## src/rtl/ecpph_pkg.sv

```systemverilog
// shared constants and types for the parallel handshake block
package ecpph_pkg;

   // ----------------------------------------------------------------
   // clock and timing
   // ----------------------------------------------------------------
   localparam int CLK_NS = 25;
   localparam int SETUP_NS = 100;
   localparam int FIFO_STB_NS = 500;
   localparam int WAIT_SETTLE_NS = 50;
   localparam int CNT_W = 5;
   typedef logic [CNT_W-1:0] ecpph_cnt_t;
   localparam ecpph_cnt_t SETUP_CYC =
      CNT_W'((SETUP_NS + CLK_NS - 1) / CLK_NS);
   localparam ecpph_cnt_t FIFO_STB_CYC =
      CNT_W'((FIFO_STB_NS + CLK_NS - 1) / CLK_NS);
   localparam int SETTLE_CYC = (WAIT_SETTLE_NS + CLK_NS - 1) / CLK_NS;
   localparam ecpph_cnt_t CNT_ONE = CNT_W'(1);

   // ----------------------------------------------------------------
   // data path
   // ----------------------------------------------------------------
   localparam int DATA_W = 8;
   localparam int FIFO_DEPTH = 8;
   typedef logic [DATA_W-1:0] ecpph_data_t;

   // ----------------------------------------------------------------
   // pin levels and reset values
   // ----------------------------------------------------------------
   localparam logic HOST_CLK_IDLE = 1'b1;
   localparam logic HOST_ACK_FWD = 1'b1;
   localparam logic HOST_ACK_REV = 1'b0;
   localparam logic WRITE_N_IDLE = 1'b1;
   localparam logic IN_HIGH_RST = 1'b1;
   localparam logic IN_LOW_RST = 1'b0;

   typedef enum logic [2:0] {
      ST_FWD_IDLE,
      ST_FWD_SETUP,
      ST_FWD_STB,
      ST_FWD_REL,
      ST_REV_IDLE,
      ST_REV_ACK
   } ecpph_state_e;

endpackage

```

## src/rtl/ecpph_fifo_if.sv

```systemverilog
// carrier between the handshake core and its transmit fifo
`timescale 1ns/100ps
interface ecpph_fifo_if #(
   parameter int W = 8
);
   logic wr_valid;
   logic wr_ready;
   logic [W-1:0] wr_data;
   logic rd_valid;
   logic rd_ready;
   logic [W-1:0] rd_data;

   modport fifo (
      input wr_valid, wr_data, rd_ready,
      output wr_ready, rd_valid, rd_data
   );
   modport user (
      output wr_valid, wr_data, rd_ready,
      input wr_ready, rd_valid, rd_data
   );
endinterface

```

## src/rtl/ecpph_sync.sv

```systemverilog
// two-flop synchroniser with a stable-time filter
`timescale 1ns/100ps
module ecpph_sync #(
   parameter int STABLE = 1,
   parameter logic RST_VAL = 1'b1
) (
   input wire logic clk,
   input wire logic reset,
   input wire logic d_i,
   output logic q_o
);
   import ecpph_pkg::*;

   localparam logic [3:0] LAST = 4'(STABLE - 1);

   logic s1_q, s2_q, q_q, q_d;
   logic [3:0] cnt_q, cnt_d;

   // ----------------------------------------------------------------
   // stable counter
   // ----------------------------------------------------------------
   always_comb begin
      q_d = q_q;
      cnt_d = '0;
      if (s2_q != q_q) begin
         if (cnt_q >= LAST) begin
            q_d = s2_q;
         end else begin
            cnt_d = cnt_q + 4'h1;
         end
      end
   end

   always_ff @(posedge clk) begin
      if (reset) begin
         s1_q <= RST_VAL;
         s2_q <= RST_VAL;
         q_q <= RST_VAL;
         cnt_q <= '0;
      end else begin
         s1_q <= d_i;
         s2_q <= s1_q;
         q_q <= q_d;
         cnt_q <= cnt_d;
      end
   end

   assign q_o = q_q;
endmodule // ecpph_sync

```

## src/rtl/ecpph_fifo.sv

```systemverilog
// transmit fifo between the user port and the forward handshake
`timescale 1ns/100ps
module ecpph_fifo #(
   parameter int W = 8,
   parameter int DEPTH = 8
) (
   input wire logic clk,
   input wire logic reset,
   ecpph_fifo_if.fifo f
);
   import ecpph_pkg::*;

   localparam int AW = $clog2(DEPTH);
   localparam logic [AW:0] FULL = (AW + 1)'(DEPTH);
   localparam logic [AW-1:0] LAST = AW'(DEPTH - 1);

   logic [W-1:0] mem [DEPTH];
   logic [AW-1:0] wr_q, wr_d, rd_q, rd_d;
   logic [AW:0] cnt_q, cnt_d;
   logic nfull_q, nfull_d, nempty_q, nempty_d;
   logic push, pop;

   // ----------------------------------------------------------------
   // pointers and flags
   // ----------------------------------------------------------------
   always_comb begin
      push = f.wr_valid & nfull_q;
      pop = f.rd_ready & nempty_q;
      wr_d = wr_q;
      rd_d = rd_q;
      cnt_d = cnt_q;
      if (push) begin
         wr_d = (wr_q == LAST) ? '0 : wr_q + 1'b1;
      end
      if (pop) begin
         rd_d = (rd_q == LAST) ? '0 : rd_q + 1'b1;
      end
      if (push && !pop) begin
         cnt_d = cnt_q + 1'b1;
      end else if (pop && !push) begin
         cnt_d = cnt_q - 1'b1;
      end
      nfull_d = (cnt_d != FULL);
      nempty_d = (cnt_d != '0);
   end

   always_ff @(posedge clk) begin
      if (reset) begin
         wr_q <= '0;
         rd_q <= '0;
         cnt_q <= '0;
         nfull_q <= 1'b1;
         nempty_q <= 1'b0;
      end else begin
         wr_q <= wr_d;
         rd_q <= rd_d;
         cnt_q <= cnt_d;
         nfull_q <= nfull_d;
         nempty_q <= nempty_d;
      end
   end

   always_ff @(posedge clk) begin
      if (push) begin
         mem[wr_q] <= f.wr_data;
      end
   end

   assign f.wr_ready = nfull_q;
   assign f.rd_valid = nempty_q;
   assign f.rd_data = mem[rd_q];

endmodule // ecpph_fifo

```

## src/rtl/ecpph_top.sv

```systemverilog
// host side handshake of a multi-mode parallel port
//
// Summary of operation
// - in fifo mode forward strobes are timed and nAck is ignored, the next byte waiting only on Busy low.
// - in forward idle HostClk stays high while the peripheral keeps Busy low.
// - forward transfers start only from forward idle, and a reversal request on nFault is caught in any forward state, not in reverse idle or ack.
// - a transfer starts only with Busy low, and data is driven for the setup time before HostClk falls.
// - HostClk returns high after Busy rises except in fifo mode, and the transfer ends when Busy falls again.
// - in reverse idle the host holds HostAck low while the peripheral holds PeriphClk high.
// - a reverse transfer starts only from reverse idle, HostAck low meaning the previous byte is taken.
// - the host raises HostAck when ready, waits PeriphClk high, then lowers HostAck with the byte taken.
// - HostClk and HostAck are push-pull in ECP mode, open-collector otherwise, switched only at idle.
// - nWAIT counts as settled only after it has not changed for 50 ns.
// - nWRITE stays high whenever no EPP write cycle runs.
`timescale 1ns/100ps
module ecpph_top (
   input wire logic clk,
   input wire logic reset,
   input wire logic ecp_mode_i,
   input wire logic fifo_mode_i,
   input wire logic epp_mode_i,
   input wire logic epp_wr_i,
   input wire logic rev_en_i,
   input wire logic fwd_req_i,
   input wire logic tx_valid_i,
   input wire ecpph_pkg::ecpph_data_t tx_data_i,
   output logic tx_ready_o,
   output ecpph_pkg::ecpph_data_t rx_data_o,
   output logic rx_valid_o,
   input wire logic rx_ready_i,
   input wire ecpph_pkg::ecpph_data_t pd_i,
   output ecpph_pkg::ecpph_data_t pd_o,
   output logic pd_oe,
   output logic host_clk_o,
   output logic host_clk_oe,
   output logic host_ack_o,
   output logic host_ack_oe,
   input wire logic periph_ack_i,
   input wire logic periph_clk_i,
   input wire logic periph_req_n_i,
   input wire logic wait_n_i,
   output logic wait_n_settled_o,
   output logic write_n_o,
   output logic rev_o
);
   import ecpph_pkg::*;

   ecpph_state_e st_q, st_d;
   ecpph_cnt_t cnt_q, cnt_d;
   ecpph_data_t pd_q, pd_d, rx_data_q, rx_data_d;
   ecpph_data_t pd_s1_q, pd_s2_q;
   logic pd_oe_q, pd_oe_d;
   logic hclk_q, hclk_d, hack_q, hack_d;
   logic hclk_oe_q, hclk_oe_d, hack_oe_q, hack_oe_d;
   logic ecp_q, ecp_d, fifo_q, fifo_d;
   logic rx_valid_q, rx_valid_d;
   logic pend_q, pend_d;
   logic write_n_q, write_n_d;
   logic rev_q, rev_d;
   logic busy_s, pclk_s, req_n_s;
   logic pop;

   // ----------------------------------------------------------------
   // input synchronisers
   // ----------------------------------------------------------------
   ecpph_sync #(.STABLE(1), .RST_VAL(IN_LOW_RST)) u_busy (
      .clk(clk),
      .reset(reset),
      .d_i(periph_ack_i),
      .q_o(busy_s)
   );

   ecpph_sync #(.STABLE(1), .RST_VAL(IN_HIGH_RST)) u_pclk (
      .clk(clk),
      .reset(reset),
      .d_i(periph_clk_i),
      .q_o(pclk_s)
   );

   ecpph_sync #(.STABLE(1), .RST_VAL(IN_HIGH_RST)) u_req (
      .clk(clk),
      .reset(reset),
      .d_i(periph_req_n_i),
      .q_o(req_n_s)
   );

   ecpph_sync #(.STABLE(SETTLE_CYC), .RST_VAL(IN_HIGH_RST)) u_wait (
      .clk(clk),
      .reset(reset),
      .d_i(wait_n_i),
      .q_o(wait_n_settled_o)
   );

   // ----------------------------------------------------------------
   // transmit fifo
   // ----------------------------------------------------------------
   ecpph_fifo_if #(.W(DATA_W)) tx_if ();

   assign tx_if.wr_valid = tx_valid_i;
   assign tx_if.wr_data = tx_data_i;
   assign tx_if.rd_ready = pop;
   assign tx_ready_o = tx_if.wr_ready;

   ecpph_fifo #(.W(DATA_W), .DEPTH(FIFO_DEPTH)) u_fifo (
      .clk(clk),
      .reset(reset),
      .f(tx_if.fifo)
   );

   // ----------------------------------------------------------------
   // handshake state machine
   // ----------------------------------------------------------------
   always_comb begin
      st_d = st_q;
      cnt_d = cnt_q;
      pd_d = pd_q;
      pd_oe_d = pd_oe_q;
      hclk_d = hclk_q;
      hack_d = hack_q;
      ecp_d = ecp_q;
      fifo_d = fifo_q;
      rx_data_d = rx_data_q;
      rx_valid_d = 1'b0;
      pend_d = pend_q;
      pop = 1'b0;
      case (st_q)
         ST_FWD_IDLE: begin
            hclk_d = HOST_CLK_IDLE;
            hack_d = HOST_ACK_FWD;
            ecp_d = ecp_mode_i;
            fifo_d = fifo_mode_i;
            if (pend_q && rev_en_i) begin
               st_d = ST_REV_IDLE;
               pd_oe_d = 1'b0;
               hack_d = HOST_ACK_REV;
               pend_d = 1'b0;
            end else if (tx_if.rd_valid && !busy_s) begin
               st_d = ST_FWD_SETUP;
               pd_d = tx_if.rd_data;
               pd_oe_d = 1'b1;
               pop = 1'b1;
               cnt_d = SETUP_CYC;
            end
         end
         ST_FWD_SETUP: begin
            if (cnt_q <= CNT_ONE) begin
               hclk_d = ~HOST_CLK_IDLE;
               cnt_d = FIFO_STB_CYC;
               st_d = ST_FWD_STB;
            end else begin
               cnt_d = cnt_q - CNT_ONE;
            end
         end
         ST_FWD_STB: begin
            if (fifo_q) begin
               if (cnt_q <= CNT_ONE) begin
                  hclk_d = HOST_CLK_IDLE;
                  st_d = ST_FWD_REL;
               end else begin
                  cnt_d = cnt_q - CNT_ONE;
               end
            end else if (busy_s) begin
               hclk_d = HOST_CLK_IDLE;
               st_d = ST_FWD_REL;
            end
         end
         ST_FWD_REL: begin
            if (!busy_s) begin
               st_d = ST_FWD_IDLE;
            end
         end
         ST_REV_IDLE: begin
            hack_d = HOST_ACK_REV;
            if (!pclk_s && rx_ready_i) begin
               hack_d = ~HOST_ACK_REV;
               rx_data_d = pd_s2_q;
               st_d = ST_REV_ACK;
            end else if (pclk_s && fwd_req_i) begin
               hack_d = HOST_ACK_FWD;
               st_d = ST_FWD_IDLE;
            end
         end
         ST_REV_ACK: begin
            if (pclk_s) begin
               hack_d = HOST_ACK_REV;
               rx_valid_d = 1'b1;
               st_d = ST_REV_IDLE;
            end
         end
         default: begin
            st_d = ST_FWD_IDLE;
         end
      endcase
      if (!req_n_s && st_d != ST_REV_IDLE && st_d != ST_REV_ACK) begin
         pend_d = 1'b1;
      end
      hclk_oe_d = ecp_d | ~hclk_d;
      hack_oe_d = ecp_d | ~hack_d;
      write_n_d = ~(epp_mode_i & epp_wr_i);
      rev_d = ~pd_oe_d;
   end

   always_ff @(posedge clk) begin
      if (reset) begin
         st_q <= ST_FWD_IDLE;
         cnt_q <= '0;
         pd_q <= '0;
         pd_oe_q <= 1'b0;
         hclk_q <= HOST_CLK_IDLE;
         hack_q <= HOST_ACK_FWD;
         hclk_oe_q <= 1'b0;
         hack_oe_q <= 1'b0;
         ecp_q <= 1'b0;
         fifo_q <= 1'b0;
         rx_data_q <= '0;
         rx_valid_q <= 1'b0;
         pend_q <= 1'b0;
         write_n_q <= WRITE_N_IDLE;
         rev_q <= 1'b1;
         pd_s1_q <= '0;
         pd_s2_q <= '0;
      end else begin
         st_q <= st_d;
         cnt_q <= cnt_d;
         pd_q <= pd_d;
         pd_oe_q <= pd_oe_d;
         hclk_q <= hclk_d;
         hack_q <= hack_d;
         hclk_oe_q <= hclk_oe_d;
         hack_oe_q <= hack_oe_d;
         ecp_q <= ecp_d;
         fifo_q <= fifo_d;
         rx_data_q <= rx_data_d;
         rx_valid_q <= rx_valid_d;
         pend_q <= pend_d;
         write_n_q <= write_n_d;
         rev_q <= rev_d;
         pd_s1_q <= pd_i;
         pd_s2_q <= pd_s1_q;
      end
   end

   // ----------------------------------------------------------------
   // outputs
   // ----------------------------------------------------------------
   assign pd_o = pd_q;
   assign pd_oe = pd_oe_q;
   assign host_clk_o = hclk_q;
   assign host_clk_oe = hclk_oe_q;
   assign host_ack_o = hack_q;
   assign host_ack_oe = hack_oe_q;
   assign rx_data_o = rx_data_q;
   assign rx_valid_o = rx_valid_q;
   assign write_n_o = write_n_q;
   assign rev_o = rev_q;
endmodule // ecpph_top

```

## config.mk

```make
export PLATFORM = sky130hd
export DESIGN_NAME = ecpph_top
export DESIGN_NICKNAME = d
export VERILOG_FILES = /design/src/rtl/ecpph_pkg.sv /design/src/rtl/ecpph_fifo_if.sv /design/src/rtl/ecpph_sync.sv /design/src/rtl/ecpph_fifo.sv /design/src/rtl/ecpph_top.sv
export SDC_FILE = /design/constraint.sdc
export NUM_CORES = 1
export LEC_CHECK = 0
export BUFFER_PORTS_ARGS = -buffer_cell sky130_fd_sc_hd__buf_2
export CAP_MARGIN = 20
export CORE_AREA = 4 4 123 125
export DETAILED_ROUTE_END_ITERATION = 7
export DIE_AREA = 0 0 127 129
export PLACE_DENSITY_LB_ADDON = 0.1
export SYNTH_ARGS = -nofsm -noshare
export SYNTH_HDL_FRONTEND = slang
export SYNTH_SLANG_ARGS = --single-unit
```

## constraint.sdc

```tcl
create_clock -name clk -period 3.75 [get_ports clk]
set_clock_uncertainty 0.15 [all_clocks]
set_input_delay 0.9375 -clock clk [delete_from_list [all_inputs] [get_ports clk]]
set_output_delay 0.9375 -clock clk [all_outputs]
set_load 0.01 [all_outputs]
```

==> impl_metrics.json, run 1 <==
{
  "1st_pass_router_iterations": 4,
  "critical-path-max-stage-delay_ns": 0.69,
  "post-synth-top-count-cell": "sky130_fd_sc_hd__dfxtp_1",
  "synthDominantAreaCellType": "sky130_fd_sc_hd__edfxtp_1",
  "worst-r2r-cell-count": 5,
  "grt_max_degree": 51,
  "power_leakage_nw": 2.51,
  "finalHoldViolations": 0,
  "htreeDepth": 4,
  "critical_path.max_fanout": 16,
  "clk_transition_reported_paths_ns": 0.06,
  "grt_pass1_wl_mm": 17.1,
  "syn-cell-area_sq_mm": 0.00552,
  "gp_congestion": 0.835,
  "yosys_most_used_dff": "sky130_fd_sc_hd__dfxtp_1",
  "critical-path-top-cell-by-count": "sky130_fd_sc_hd__nand3_1",
  "cp_top_delay_family": "simple AND/OR/NAND/NOR gates",
  "final.min_clock_period_ns": 2.59,
  "design.final.nets": 528,
  "synth_top_family_by_area": "simple AND/OR/NAND/NOR gates",
  "synthArstFlopShare_pct": 0,
  "clkSinkCount": 143,
  "cp_num_buf_inv": 0,
  "area_growth_pct": 19.3,
  "post_synth_fa_ha_maj_area_fraction_pct": 2.49,
  "root_buffer": "sky130_fd_sc_hd__clkbuf_16",
  "synth_edf_count": 64,
  "tritoncts.num_buffers": 17,
  "route.detailed.wl_per_inst_um": 15.5,
  "final.period_utilization_pct": 69.1,
  "timing.final.setup_violations": 0,
  "p_per_area_mw_per_mm2": 718,
  "synthesis.area_per_instance_sq_um": 13.0,
  "post_synth_xor_area_fraction_pct": 0.794,
  "r2r_slack_ns": 1.16,
  "antenna_found_initial": 0,
  "synthesis.nets": 465,
  "timing.critical_path.arrival_ns": 2.80,
  "postCtsSetupRepairBufs": 0,
  "holdWs_ns": 0.264,
  "drt_wl_total_mm": 10.5,
  "worstSetupEndpoint": "u_fifo.f.wr_ready",
  "crit_path_end_kind": "register",
  "routed_via_density": 4.92,
  "floorplan.die.width_um": 127,
  "required_time_worst_endpoint_ns": 3.96,
  "vdd_drop_max_mv": 0.349,
  "grt_remaining_overflow": 0,
  "cp-startpoint": "st_q[2]",
  "design_area_sq_mm": 0.00658,
  "worstHoldPathType": "register to register",
  "layout.filler_cells": 1247,
  "synth_simple_gate_area_share_pct": 12.8,
  "netlist_top_cells_count": "79 x sky130_fd_sc_hd__dfxtp_1, 64 x sky130_fd_sc_hd__edfxtp_1, 37 x sky130_fd_sc_hd__nor2_1",
  "post_synth_inst_count": 424,
  "pre_cts_ws_ns": 1.12,
  "post_cts_resized": 0,
  "clk-insertion-delay-late_ns": 0.42,
  "synth-seq-cells": 143,
  "synth_area_leaders": "sky130_fd_sc_hd__edfxtp_1 35%, sky130_fd_sc_hd__dfxtp_1 29%, sky130_fd_sc_hd__mux4_2 6.5%",
  "maxSlewViolCount": 0,
  "yosysWarnings": 0,
  "floorplan.die.height_um": 129,
  "maxSlewHeadroom_pct": 35.4,
  "cts_hold_buffers": 0,
  "setup.worst_path.start_class": "register",
  "gr-usage-all-layers_pct": 13.8,
  "buffer_ports.inserted": 55,
  "place_area_sq_mm": 0.00599,
  "synth.yosys.seq_area_share_pct": 63.5,
  "worstReg2RegEnd": "u_fifo.f.wr_ready",
  "max_slew.worst_pin.slew_ns": 0.968,
  "fp.dieArea_sq_mm": 0.0164,
  "cp_num_cells": 5,
  "grt_setup_unrepaired": "false",
  "ant_nets": 0,
  "post-route-drc-count": 0,
  "floorplan.initialDensity_pct": 39.7,
  "cts_tree": "yes",
  "post-layout-total-power_mw": 4.72,
  "path_cells": "nor3_2 -> nand3_1 -> mux2i_1 -> mux2_2 -> nand3_1",
  "critical_path.reg2reg.startpoint": "st_q[2]",
  "crit_type": "register to register",
  "drive_above_1_share_pct": 25.6,
  "post_synth_mux_area_share_pct": 10.4,
  "dp_hpwl_mm": 7.13,
  "clock_tree.buffer_depth": 2,
  "maxCapViolCount": 0,
  "first_global_vias": 3337,
  "coreArea_sq_mm": 0.0139,
  "drt_iter0_markers": 186,
  "num_antenna_cells": 0,
  "status": "finished clean",
  "dr_total_vias": 3345,
  "ioPinCount": 56,
  "std_cell_rows": 43,
  "synth-compound-area-share_pct": 7.03,
  "synth.top_cell.area_share_pct": 34.8,
  "final_critical_path_setup_slack_ns": 1.16,
  "synth.lib_cells_used.distinct": 55,
  "timing.fmax_mhz": 386,
  "timing.critical_path.slowest_stage_cell": "sky130_fd_sc_hd__nor3_2",
  "fin_setup_tns_ns": 0
}
[sequential cells by signal (all words and copies together), names as in the netlist, 4 cells and up]
| name | count |
|---|---|
| cnt_q | 5 |
| pd_o | 8 |
| pd_s1_q | 8 |
| pd_s2_q | 8 |
| rx_data_o | 8 |
| u_fifo.cnt_q | 4 |
| u_fifo.mem | 64 |
| u_wait.cnt_q | 4 |
[cell families (layout without fill, tap and decap cells)]
kind of cell	Yosys count	count (layout)
flops	143	143
simple gates	133	133
compound gates	57	57
mux	37	37
buf+inv	37	113
fa+ha+maj	11	11
xor+xnor	5	5
other cells	1	1
[routing by layer]
layer	vias up	track usage (%)	wire length (um)
li1	1667	-	-
met1	1597	18.5	5160
met2	68	20.3	4710
met3	13	5.15	554
met4	0	5.36	118
met5	-	0	0
[placed cells by master (no fill, tap or decap), types with 2 or more instances in the layout]
cell and instances:
sky130_fd_sc_hd__nand4b_1 2, sky130_fd_sc_hd__xor2_1 2, sky130_fd_sc_hd__buf_2 55, sky130_fd_sc_hd__dfxtp_1 79, sky130_fd_sc_hd__o21ai_0 7, sky130_fd_sc_hd__or2_2 9
sky130_fd_sc_hd__clkinv_4 4, sky130_fd_sc_hd__o211ai_1 3, sky130_fd_sc_hd__a211o_1 2, sky130_fd_sc_hd__inv_1 16, sky130_fd_sc_hd__ha_1 11, sky130_fd_sc_hd__buf_4 10
sky130_fd_sc_hd__nor3_1 10, sky130_fd_sc_hd__a211oi_1 11, sky130_fd_sc_hd__nor2_1 37, sky130_fd_sc_hd__inv_6 2, sky130_fd_sc_hd__mux2i_1 20, sky130_fd_sc_hd__nor2b_1 23
sky130_fd_sc_hd__nand2b_1 4, sky130_fd_sc_hd__o221ai_1 2, sky130_fd_sc_hd__mux4_2 16, sky130_fd_sc_hd__a31oi_1 3, sky130_fd_sc_hd__clkbuf_1 2, sky130_fd_sc_hd__nand3b_1 2
sky130_fd_sc_hd__clkbuf_16 19, sky130_fd_sc_hd__edfxtp_1 64, sky130_fd_sc_hd__a21oi_1 16, sky130_fd_sc_hd__and2_1 3, sky130_fd_sc_hd__xnor2_1 3, sky130_fd_sc_hd__nor4_1 3
sky130_fd_sc_hd__nand2_1 21, sky130_fd_sc_hd__clkinv_2 3, sky130_fd_sc_hd__o22ai_1 2, sky130_fd_sc_hd__nor3_2 2, sky130_fd_sc_hd__nand3_1 6, sky130_fd_sc_hd__or4_1 3
[area by class of cell]
cell class | count | area [sq um] | area share (%)
Multi-Input combinational cell | 244 | 1850 | 28.2
Timing Repair Buffer | 65 | 350 | 5.32
Clock inverter | 11 | 105 | 1.60
Inverter | 16 | 60.1 | 0.913
Tap cell | 180 | 225 | 3.42
Clock buffer | 21 | 483 | 7.34
Sequential cell | 143 | 3500 | 53.2
[how the worst min path moves through the flow]
stage	startpoint	cells after the start	to	slack, ns
4_1_cts	u_wait.s1_q	1	u_wait.s2_q	0.27
3_5_place_dp	u_wait.s1_q	1	u_wait.s2_q	0.25
6_report	u_wait.s1_q	1	u_wait.s2_q	0.26
5_1_grt	u_pclk.s2_q	1	u_pclk.q_o	0.28
2_1_floorplan	u_pclk.s1_q	1	u_pclk.s2_q	0.24
3_3_place_gp	u_pclk.s1_q	1	u_pclk.s2_q	0.25
[per-stage QoR]
stage	util (%)	std cells
after floorplan	-	424
after global placement	43.2	648
after detailed placement	43.2	648
after CTS	47.4	680
after global routing	47.4	680
final	47.4	680
[power breakdown]
group	switching [mW]	leakage (nW)	internal (mW)
sequential	0.147	1.23	1.81
clock	0.642	0.288	0.996
combinational	0.614	0.996	0.518
total	1.40	2.51	3.32
[worst register-to-register path, cell delays in order, from the launching register on]
cell and delay, ns:
sky130_fd_sc_hd__dfxtp_1 0.47, sky130_fd_sc_hd__nor3_2 0.69, sky130_fd_sc_hd__nand3_1 0.42, sky130_fd_sc_hd__mux2i_1 0.34, sky130_fd_sc_hd__mux2_2 0.39, sky130_fd_sc_hd__nand3_1 0.08
Note: power is estimated with default switching activity, not from simulation.
==> inputs of run 2 (changes only) <==
==> constraint.sdc (replaced) <==
create_clock -name clk -period 2.65 [get_ports clk]
set_clock_uncertainty 0.15 [all_clocks]
set_input_delay 0.6625 -clock clk [delete_from_list [all_inputs] [get_ports clk]]
set_output_delay 0.6625 -clock clk [all_outputs]
set_load 0.01 [all_outputs]
==> impl_metrics.json, run 2 (synthesized netlist as in run 1, its figures left out) <==
{
  "finalHoldViolations": 0,
  "timing.fmax_mhz": 481,
  "post-layout-total-power_mw": 6.64,
  "post_cts_resized": 0,
  "crit_type": "register to register",
  "root_buffer": "sky130_fd_sc_hd__clkbuf_16",
  "clkSinkCount": 143,
  "largest_register": "u_fifo.mem",
  "vdd_drop_max_mv": 0.535,
  "floorplan.initialDensity_pct": 39.7,
  "routed_via_density": 4.87,
  "clock_share_of_power_pct": 33.6,
  "grt_setup_unrepaired": "false",
  "floorplan.die.height_um": 129,
  "grt_pass1_wl_mm": 17.3,
  "worstHoldPathType": "register to register",
  "gp_congestion": 0.738,
  "clk-insertion-delay-late_ns": 0.41,
  "post-route-drc-count": 0,
  "place_area_sq_mm": 0.00604,
  "net_switching_power_figure_mw": 1.98,
  "cp_top_delay_family": "simple AND/OR/NAND/NOR gates",
  "dp_hpwl_mm": 6.99,
  "holdWs_ns": 0.256,
  "antenna_found_initial": 0,
  "design.final.nets": 534,
  "htreeDepth": 4,
  "final.min_clock_period_ns": 2.08,
  "setup.worst_path.start_class": "register",
  "tritoncts.num_buffers": 17,
  "ant_nets": 0,
  "gr-usage-all-layers_pct": 13.7,
  "power_frac_comb_pct": 25.1,
  "pre_cts_ws_ns": 0.396,
  "critical-path-max-stage-delay_ns": 0.49,
  "ioPinCount": 56,
  "largest_register_ff_count": 64,
  "grt_remaining_overflow": 0,
  "power_leakage_nw": 2.54,
  "maxCapViolCount": 0,
  "drt_wl_total_mm": 10.4,
  "area_growth_pct": 19.7,
  "maxSlewHeadroom_pct": 53.7,
  "share_seq_of_total_power_pct": 41.3,
  "std_cell_rows": 43,
  "final_critical_path_setup_slack_ns": 0.569,
  "timing.critical_path.arrival_ns": 2.27,
  "p_per_area_mw_per_mm2": 1010,
  "sw_frac_of_total_pct": 29.8,
  "coreArea_sq_mm": 0.0139,
  "1st_pass_router_iterations": 4,
  "drt_iter0_markers": 253,
  "buffer_ports.inserted": 55,
  "cts_tree": "yes",
  "route.detailed.wl_per_inst_um": 15.2,
  "path_cells": "inv_1 -> ha_1 -> o21bai_1 -> and2_1 -> o22a_1 -> or4_1 -> a21oi_1",
  "final_cell_mix": "79 x sky130_fd_sc_hd__dfxtp_1, 64 x sky130_fd_sc_hd__edfxtp_1, 55 x sky130_fd_sc_hd__buf_2",
  "layout.filler_cells": 1282,
  "max_slew.worst_pin.slew_ns": 0.694,
  "final.period_utilization_pct": 78.5,
  "fp.dieArea_sq_mm": 0.0164,
  "drive_above_1_share_pct": 26.7,
  "cellInternalPower_mw": 4.66,
  "crit_path_end_kind": "register",
  "status": "finished clean",
  "timing.critical_path.slowest_stage_cell": "sky130_fd_sc_hd__or4_1",
  "critical_path.max_fanout": 6,
  "grt_max_degree": 42,
  "layout_commonest_cell": "sky130_fd_sc_hd__dfxtp_1",
  "design_area_sq_mm": 0.00661,
  "floorplan.die.width_um": 127,
  "first_global_vias": 3296,
  "required_time_worst_endpoint_ns": 2.84,
  "num_antenna_cells": 0,
  "clock_tree.buffer_depth": 2,
  "maxSlewViolCount": 0,
  "fin_setup_tns_ns": 0,
  "cp_num_buf_inv": 1,
  "cts_hold_buffers": 0,
  "clk_transition_reported_paths_ns": 0.06,
  "postCtsSetupRepairBufs": 0,
  "dr_total_vias": 3343,
  "timing.final.setup_violations": 0
}
==> run 2: changes by cell type in the layout (fill, tap and decap cells not counted), sizes merged <==
cell	previous run	this run
buf	65	71
clkinv	7	3
inv	18	21
bufinv	1	0
clkbuf	21	22
clkinvlp	1	2
==> run 2: area by class of cell <==
type | count | area, sq um | share of cell area [%]
clock buffer | 22 | 495 | 7.50
clock inverter | 10 | 72.6 | 1.10
inverter | 16 | 60.1 | 0.909
multi-input combinational | 244 | 1850 | 28.1
sequential | 143 | 3500 | 53.0
tap | 180 | 225 | 3.41
timing repair buffer | 71 | 395 | 5.99
==> run 2: final timing paths <==
check	startpoint	end	slack [ns]	cells past startpoint
setup / recovery	cnt_q[1]	cnt_q[0]	0.57	7
hold / removal	u_wait.s1_q	u_wait.s2_q	0.26	1
setup reg to reg	cnt_q[1]	cnt_q[0]	0.57	7
hold reg to reg	u_wait.s1_q	u_wait.s2_q	0.26	1
==> run 2: per-layer routing <==
metal  track usage (%)  routed length (um)  share of wire (%)  vias to the layer above
li1                  -                   -                  -                     1679
met1              19.3                5040                 48                     1594
met2              19.9                4820                 46                       62
met3              4.90                 474                4.5                        8
met4              4.35                 104                1.0                        0
met5                 0                   0                  0                        -
==> run 2: power by group through the flow <==
stage / Combinational, mW / Clock (mW) / Sequential, mW
floorplan: 1.24 / 0 / 2.78
global placement: 1.66 / 0 / 2.79
detailed placement: 1.69 / 0 / 2.79
CTS: 1.70 / 2.29 / 2.74
global route: 1.88 / 2.40 / 2.78
finish: 1.67 / 2.23 / 2.74
==> run 2: metrics by stage <==
| step | cells | utilization (%) |
|---|---|---|
| floorplan | 424 | - |
| detailed placement | 654 | 43.5 |
| finish | 686 | 47.6 |
| global route | 686 | 47.6 |
| CTS | 686 | 47.6 |
| global placement | 654 | 43.5 |
